<file path="src/hdl/ram_pkg.sv">
// Package with register map, field positions and reset values for the alarm match unit
package ram_pkg;
  localparam logic [3:0] RAM_MIN_OFF = 4'h8;
  localparam logic [3:0] RAM_HOUR_OFF = 4'h9;
  localparam logic [3:0] RAM_WDAY_OFF = 4'ha;
  localparam logic [3:0] RAM_EXT_OFF = 4'hd;
  localparam logic [3:0] RAM_FLAG_OFF = 4'he;
  localparam logic [3:0] RAM_CTRL_OFF = 4'hf;
  localparam int RAM_DIS_BIT = 7;
  localparam int RAM_SEL_BIT = 6;
  localparam int RAM_TIMER_FLAG_BIT = 4;
  localparam int RAM_ALARM_FLAG_BIT = 3;
  localparam int RAM_TIMER_EN_BIT = 4;
  localparam int RAM_ALARM_EN_BIT = 3;
  localparam logic [7:0] RAM_ALARM_RST = 8'h00;
  localparam logic [5:0] RAM_DATE_MASK = 6'h3f;
  localparam logic [6:0] RAM_WEEK_MASK = 7'h7f;
endpackage : ram_pkg

</file>
<file path="src/hdl/ram_alarm.sv">
// Alarm match, sticky alarm flag and shared open-drain interrupt pin
`timescale 1ns/1ps
module ram_alarm (
  input wire logic clk,
  input wire logic rst,
  input wire logic minute_tick,
  input wire logic [6:0] cur_min,
  input wire logic [5:0] cur_hour,
  input wire logic [6:0] cur_week,
  input wire logic [5:0] cur_date,
  input wire logic clock_stop,
  input wire logic count_reset,
  input wire logic timer_event,
  input wire logic reg_we,
  input wire logic [3:0] reg_addr,
  input wire logic [7:0] reg_wdata,
  output logic [7:0] reg_rdata,
  output logic irq_n_out,
  output logic irq_n_oe
);
  import ram_pkg::*;
  typedef struct packed {
    logic [7:0] min_set;
    logic [7:0] hour_set;
    logic [7:0] wday_set;
    logic week_or_date_select;
    logic alarm_flag;
    logic timer_flag;
    logic alarm_irq_enable;
    logic timer_irq_enable;
    logic [7:0] rdata;
    logic irq_oe;
  } ram_state_s;
  ram_state_s st_ff;
  ram_state_s nxt_st;
  logic hit;
  logic alarm_event;
  ram_match u_match (
    .min_set(st_ff.min_set),
    .hour_set(st_ff.hour_set),
    .wday_set(st_ff.wday_set),
    .week_or_date_select(st_ff.week_or_date_select),
    .cur_min(cur_min),
    .cur_hour(cur_hour),
    .cur_week(cur_week),
    .cur_date(cur_date),
    .hit(hit)
  );
  // Only on counter advance, never on register write
  assign alarm_event = minute_tick && hit && !clock_stop && !count_reset;
  always_comb begin
    nxt_st = st_ff;
    if (reg_we) begin
      case (reg_addr)
        RAM_MIN_OFF: nxt_st.min_set = reg_wdata;
        RAM_HOUR_OFF: nxt_st.hour_set = reg_wdata;
        RAM_WDAY_OFF: nxt_st.wday_set = reg_wdata;
        RAM_EXT_OFF: nxt_st.week_or_date_select = reg_wdata[RAM_SEL_BIT];
        RAM_FLAG_OFF: begin
          if (!reg_wdata[RAM_ALARM_FLAG_BIT]) begin
            nxt_st.alarm_flag = 1'b0;
          end
          if (!reg_wdata[RAM_TIMER_FLAG_BIT]) begin
            nxt_st.timer_flag = 1'b0;
          end
        end
        RAM_CTRL_OFF: begin
          nxt_st.alarm_irq_enable = reg_wdata[RAM_ALARM_EN_BIT];
          nxt_st.timer_irq_enable = reg_wdata[RAM_TIMER_EN_BIT];
        end
        default: begin
        end
      endcase
    end
    // Set wins over clear
    if (alarm_event) begin
      nxt_st.alarm_flag = 1'b1;
    end
    if (timer_event) begin
      nxt_st.timer_flag = 1'b1;
    end
    case (reg_addr)
      RAM_MIN_OFF: nxt_st.rdata = nxt_st.min_set;
      RAM_HOUR_OFF: nxt_st.rdata = nxt_st.hour_set;
      RAM_WDAY_OFF: nxt_st.rdata = nxt_st.wday_set;
      RAM_EXT_OFF: nxt_st.rdata = {1'b0, nxt_st.week_or_date_select, 6'h00};
      RAM_FLAG_OFF: nxt_st.rdata = {3'h0, nxt_st.timer_flag, nxt_st.alarm_flag, 3'h0};
      RAM_CTRL_OFF: nxt_st.rdata = {3'h0, nxt_st.timer_irq_enable,
                                    nxt_st.alarm_irq_enable, 3'h0};
      default: nxt_st.rdata = 8'h00;
    endcase
    nxt_st.irq_oe = (nxt_st.alarm_flag && nxt_st.alarm_irq_enable)
                 || (nxt_st.timer_flag && nxt_st.timer_irq_enable);
  end
  always_ff @(posedge clk) begin
    if (rst) begin
      st_ff <= '0;
      st_ff.min_set <= RAM_ALARM_RST;
      st_ff.hour_set <= RAM_ALARM_RST;
      st_ff.wday_set <= RAM_ALARM_RST;
    end else begin
      st_ff <= nxt_st;
    end
  end
  assign reg_rdata = st_ff.rdata;
  assign irq_n_oe = st_ff.irq_oe;
  assign irq_n_out = 1'b0;
endmodule : ram_alarm

</file>
<file path="src/hdl/ram_match.sv">
// Combinational alarm field comparator
`timescale 1ns/1ps
module ram_match (
  input wire logic [7:0] min_set,
  input wire logic [7:0] hour_set,
  input wire logic [7:0] wday_set,
  input wire logic week_or_date_select,
  input wire logic [6:0] cur_min,
  input wire logic [5:0] cur_hour,
  input wire logic [6:0] cur_week,
  input wire logic [5:0] cur_date,
  output logic hit
);
  import ram_pkg::*;
  logic min_ok;
  logic hour_ok;
  logic day_ok;
  always_comb begin
    min_ok = min_set[RAM_DIS_BIT] || (min_set[6:0] == cur_min);
    hour_ok = hour_set[RAM_DIS_BIT] || (hour_set[5:0] == cur_hour);
    if (wday_set[RAM_DIS_BIT]) begin
      day_ok = 1'b1;
    end else if (week_or_date_select) begin
      day_ok = ((wday_set[5:0] & RAM_DATE_MASK) == cur_date);
    end else begin
      day_ok = |(wday_set[6:0] & cur_week & RAM_WEEK_MASK);
    end
    hit = min_ok && hour_ok && day_ok;
  end
endmodule : ram_match

</file>
<file path="config.mk">
export PLATFORM = sky130hd
export DESIGN_NAME = ram_alarm
export DESIGN_NICKNAME = d
export VERILOG_FILES = /design/src/hdl/ram_pkg.sv /design/src/hdl/ram_alarm.sv /design/src/hdl/ram_match.sv
export SDC_FILE = /design/constraint.sdc
export NUM_CORES = 1
export LEC_CHECK = 0
export BUFFER_PORTS_ARGS = -buffer_cell sky130_fd_sc_hd__buf_2
export CORE_MARGIN = 4
export CORE_UTILIZATION = 52
export DETAILED_ROUTE_END_ITERATION = 10
export PLACE_DENSITY = 0.83
export SKIP_CTS_REPAIR_TIMING = 1
export SLEW_MARGIN = 5
export SYNTH_ARGS = -nofsm -noshare
export SYNTH_HDL_FRONTEND = slang
export SYNTH_SLANG_ARGS = --single-unit
</file>
<file path="constraint.sdc">
create_clock -name clk -period 2.81 [get_ports clk]
set_input_delay 0.1405 -clock clk [delete_from_list [all_inputs] [get_ports clk]]
set_output_delay 0.1405 -clock clk [all_outputs]
set_load 0.02 [all_outputs]
</file>
# Yosys cells after proc, flatten, opt, wreduce, memory -nomap -nowiden
# Index checks and enable logic that the tools add are counted.
[totals]
register_bits = 38
output_inout_bits = 10
elab_cells = 47
[op_classes]
eq_ne = 9
n_mux = 14
n_bitwise = 1
n_reduce_logical = 13
[ops]
columns = ["op", "n"]
rows = [
  ["$pmux W8 S6", 1],
  ["$mux W29", 1],
  ["$eq A4 B4 Y1 const B", 6],
  ["$mux W8", 3],
  ["$eq A6 B6 Y1", 2],
  ["$and A7 B7 Y7", 1],
  ["$eq A7 B7 Y1", 1],
  ["$logic_and A1 B1 Y1", 7],
  ["$mux W1", 7],
  ["$reduce_or A7 Y1", 1],
  ["$mux W2", 2],
  ["$logic_or A1 B1 Y1", 3],
  ["$logic_not A1 Y1", 2],
]

# Logic depth before layout (Yosys ltp)
[depth]
ltp_word = 11
mapped_depth = 7
depth_no_buf = 5

# Cells and area by module
# A second synthesis with hierarchy kept.
[hier_totals]
cells_unflattened = 240
area_unflattened_um2 = 2257.2
[modules_own_cells]
columns = ["mod", "instances", "cells_per_inst", "area_per_inst_um2", "seq_area_each_um2"]
rows = [
  ["ram_alarm", 1, 209, 2001.9, 760.7],
  ["ram_match", 1, 31, 255.2, 0.0],
]

# Worst setup path before layout
# No wires, ideal clock.
[synth_path]
kind = "reg2reg"
from = "reg, netlist name st_ff[18]"
to = "reg st_ff, in the netlist irq_n_oe"
setup_ps = 119
arrival_time_ps = 1253
required_ps = 2691
setup_slack_ps = 1439
stages_incl_launch_ff = 6
n_path_buf = 0
synth_period_minus_slack_ps = 1371
path_cell_list = "dfxtp_1 > a222oi_1 > a31oi_1 > a211o_1 > a41oi_2 > o2bb2ai_2"
[synth_via]
elab_chain_cells = 11
word_cells_on_any_way = 12
cone_classes = "1 x eq/ne; 3 x mux; 1 x bitwise; 7 x reduce/logical"
[synth_lines]
columns = ["element", "line_no", "rtl"]
rows = [
  ["$and A7 B7 Y7", "ram_match.sv:26", "day_ok = |(wday_set[6:0] & cur_week & RAM_WEEK_MASK);"],
  ["$reduce_or A7 Y1", "ram_match.sv:26", ""],
  ["$mux W1 (*)", "ram_match.sv:23", "end else if (week_or_date_select) begin"],
  ["$mux W1 (*)", "ram_match.sv:21", "if (wday_set[RAM_DIS_BIT]) begin"],
  ["$logic_and A1 B1 Y1 (*)", "ram_match.sv:28", "hit = min_ok && hour_ok && day_ok;"],
  ["$logic_and A1 B1 Y1 (*) (3 in series)", "ram_alarm.sv:50", "assign alarm_event = minute_tick && hit && !clock_stop && !count_reset;"],
  ["$mux W1 (*)", "ram_alarm.sv:76", "if (alarm_event) begin"],
  ["$logic_and A1 B1 Y1 (*)", "ram_alarm.sv:92", "nxt_st.irq_oe = (nxt_st.alarm_flag && nxt_st.alarm_irq_enable)"],
  ["$logic_or A1 B1 Y1 (*)", "ram_alarm.sv:93", "|| (nxt_st.timer_flag && nxt_st.timer_irq_enable);"],
  ["end signal: assignment", "ram_alarm.sv:102", "st_ff <= nxt_st;"],
  ["end: declaration", "ram_alarm.sv:34", "ram_state_s st_ff;"],
]
# Every way passes the cells marked *; elsewhere a longest branch is shown, timed or not.
# A chain may end at the register's enable or synchronous reset.

# Final worst setup path
[layout_path]
from = "reg, netlist name st_ff[19]"
to = "reg st_ff, in the netlist irq_n_oe"
[layout_via]
elab_chain_cells = 11
word_cells_on_any_way = 12
cone_classes = "1 x eq/ne; 3 x mux; 1 x bitwise; 7 x reduce/logical"
[layout_lines]
columns = ["element", "line_no"]
rows = [
  ["$and A7 B7 Y7", "ram_match.sv:26"],
  ["$reduce_or A7 Y1", "ram_match.sv:26"],
  ["$mux W1 (*)", "ram_match.sv:23"],
  ["$mux W1 (*)", "ram_match.sv:21"],
  ["$logic_and A1 B1 Y1 (*)", "ram_match.sv:28"],
  ["$logic_and A1 B1 Y1 (*) (3 in series)", "ram_alarm.sv:50"],
  ["$mux W1 (*)", "ram_alarm.sv:76"],
  ["$logic_and A1 B1 Y1 (*)", "ram_alarm.sv:92"],
  ["$logic_or A1 B1 Y1 (*)", "ram_alarm.sv:93"],
]
# Marks and branches as above.

==> flow_summary.toml <==
[setup_path]
path_max_fanout = 4
cp_cell_sequence = "a222oi_1 -> a31oi_1 -> a211o_1 -> a41oi_2 -> o2bb2ai_2"
critPathLaunch = "st_ff[19]"
cp.arrival_ps = 1790
crit_required_ps = 3000
cp_num_buf_inv = 0
start_kind = "register"
crit_type = "reg2reg"
reg2regPathDepth = 5
critical_path.top_delay_family = "compound AO/OA/AOI/OAI gates"
crit_slowest_cell = "dfxtp_1"
reg2reg_from = "st_ff[19]"
worst-r2r-setup-slack_ps = 1210
reg2reg_to = "irq_n_oe"
crit_path_end_kind = "register"
slowest_delay_ps = 380

[sta]
relSlewSlack_pct = 61.96
post-route-min-period_ps = 1599
tightest_slew_ps = 568.2
finalSetupViolations = 0
fin_skew_ps = 6.388
post-route-period-util_pct = 56.91
final-max-slew-violation-count = 0
hold_violations = 0
max_clock_freq_mhz = 625.4
rsz0062_at_grt = "false"
setup-tns-final_ps = 0

[synthesis]
synthesis.nets = 292
synth_cell_type_count = 53
synth_area_um2 = 2161
synth_top_area_share_pct = 35.21
synthCells = 247
synth_edf_count = 0
ys_async_sr_fraction_pct = 0
synth_largest_area_cell = "dfxtp_1"
synth_seq_cells = 38
synth_area_leaders = "dfxtp_1 35%, a21oi_1 4.9%, xor2_1 4.9%"
syn_area_per_cell_um2 = 8.748
ys_warn_count = 0
synth_top_flop_cell = "dfxtp_1"
yosysSeqAreaShare_pct = 35.21

[clocking]
clk_pin_slew_worst_paths_ps = 80
clk-insertion-delay-late_ps = 300
clockBufferDepth = 2
htree_levels = 2
clock-root-buffer = "clkbuf_8"
cts_tree = "built"
clkSinkCount = 38
numCtsBuffers = 5

[layout]
synthToLayoutAreaGrowth_pct = 13.72
final_cells = 336
fillers = 355
final_util_pct = 61.43
diodes = 0
finalNetCount = 330
final_layout_size_suffix_gt1_share_pct = 27.27
most-common-layout-cells = "53 x buf_2, 38 x dfxtp_1, 23 x nand2_1"
final_common_cell = "buf_2"

[grt]
grt_pass1_wl_mm = 8.618
gr-usage-all-layers_pct = 20.91
grt_max_degree = 31
grt_remaining_overflow = 0
grt_pass1_vias = 1805
antenna_found_initial = 0

[route]
viasPerCell = 5.702
firstDrtPassIters = 4
ant_nets = 0
drt_iter0_drc = 184
vias = 1916
drcViolationCount = 0
finalWirelength_mm = 5.198
wire_per_inst_um = 15.47

[die]
initial_core_util_pct = 54.02
fp.dieH_um = 72.46
boundaryPins = 55
dieArea_um2 = 5250
die_w_um = 72.46
fp.coreArea_um2 = 4000
row_count = 23

[power]
total_power_mw = 1.096
p_per_area_nw_per_um2 = 446.0
p_leak_nw = 1.043
ir_worst_vdd_uv = 214.0

[min_path]
whs_path_depth = 3
worstHoldPathType = "in2reg"
min_from = "reg_wdata[5]"
min_to = "st_ff[27]"

[placed_design]
dp.cells = 328
io_buffers = 53
gp_congestion = 0.9074
place.detailed.hpwl_mm = 3.911

[status]
status = "finished, final reports clean"

[flow_run]
maxCapViolCount = 0
==> worst register-to-register path: stages (launching register included) <==
cell and delay (ps):
dfxtp_1 380, a222oi_1 340, a31oi_1 130, a211o_1 350, a41oi_2 210, o2bb2ai_2 90
==> per-layer routing <==
metal  GRT usage (%)  wire length, um  part of all wire [%]  up-vias
met5               0                0                     0        -
met4           5.943               53                   1.0        0
met3           4.432              357                   6.9        5
met2           33.37             2421                    47       57
met1           28.53             2365                    45      893
li1                -                -                     -      961
==> final cells by class <==
class | count | area (um2) | area share (%)
Inverter | 2 | 7.507 | 0.3055
Tap cell | 50 | 62.56 | 2.546
Multi-Input combinational cell | 183 | 1251 | 50.92
Timing Repair Buffer | 55 | 280.3 | 11.41
Clock inverter | 2 | 12.51 | 0.5092
Sequential cell | 38 | 760.7 | 30.96
Clock buffer | 6 | 82.58 | 3.360
==> cell families after synthesis <==
group / after synthesis / share of synthesized area (%)
DFF: 38 / 35.21
other: 1 / 0.1735
and+or+nand+nor: 89 / 22.53
xor gates and xnor gates: 19 / 7.701
muxes: 17 / 8.280
AOI/OAI and AO/OA: 57 / 18.93
buffers and inverters: 26 / 7.180
==> report_power, final <==
part / total (mW) / switching, mW / internal [mW]
Clock: 0.403 / 0.206 / 0.197
Combinational: 0.142 / 0.0840 / 0.0577
Sequential: 0.551 / 0.00569 / 0.545
Total: 1.10 / 0.296 / 0.800
==> state kept, by name, summed over array words and instances (netlist names) <==
register   count
reg_rdata      8
irq_n_oe       1
st_ff         29
==> how the worst max path moves through the flow <==
stage,end,slack (ps),cells after the start
after global placement,reg_rdata[3],1140,6
after floorplan,irq_n_oe,1440,5
after global routing,irq_n_oe,1120,5
final,irq_n_oe,1210,5
after CTS,irq_n_oe,1190,5
after detailed placement,reg_rdata[3],1050,6
==> cells in the mapped netlist, types with 2 or more instances <==
cell type   n
dfxtp_1    38
nand2_1    23
a21oi_1    21
nor2_1     21
nand3_1    17
xor2_1     12
buf_4      11
mux2i_1    10
buf_2       7
xnor2_1     7
a22oi_1     6
a31oi_1     6
clkbuf_1    5
mux2_2      5
a32oi_1     3
and3_1      3
nand4_1     3
nor2b_1     3
nor3b_1     3
nor4_1      3
a21o_1      2
inv_1       2
mux2_1      2
o2111ai_1   2
o211ai_1    2
o21a_1      2
o21ai_0     2
==> through the flow <==
stage / setup WS, ps / area (um2) / hold slack, ps
2_1_floorplan: 1439 / 2161 / 284.4
3_5_place_dp: 1047 / 2362 / 442.3
5_1_grt: 1123 / 2457 / 140.5
6_report: 1211 / 2457 / 140.5
3_3_place_gp: 1139 / 2362 / 444.2
4_1_cts: 1190 / 2457 / 129.4
(Power assumes the default switching activity.)
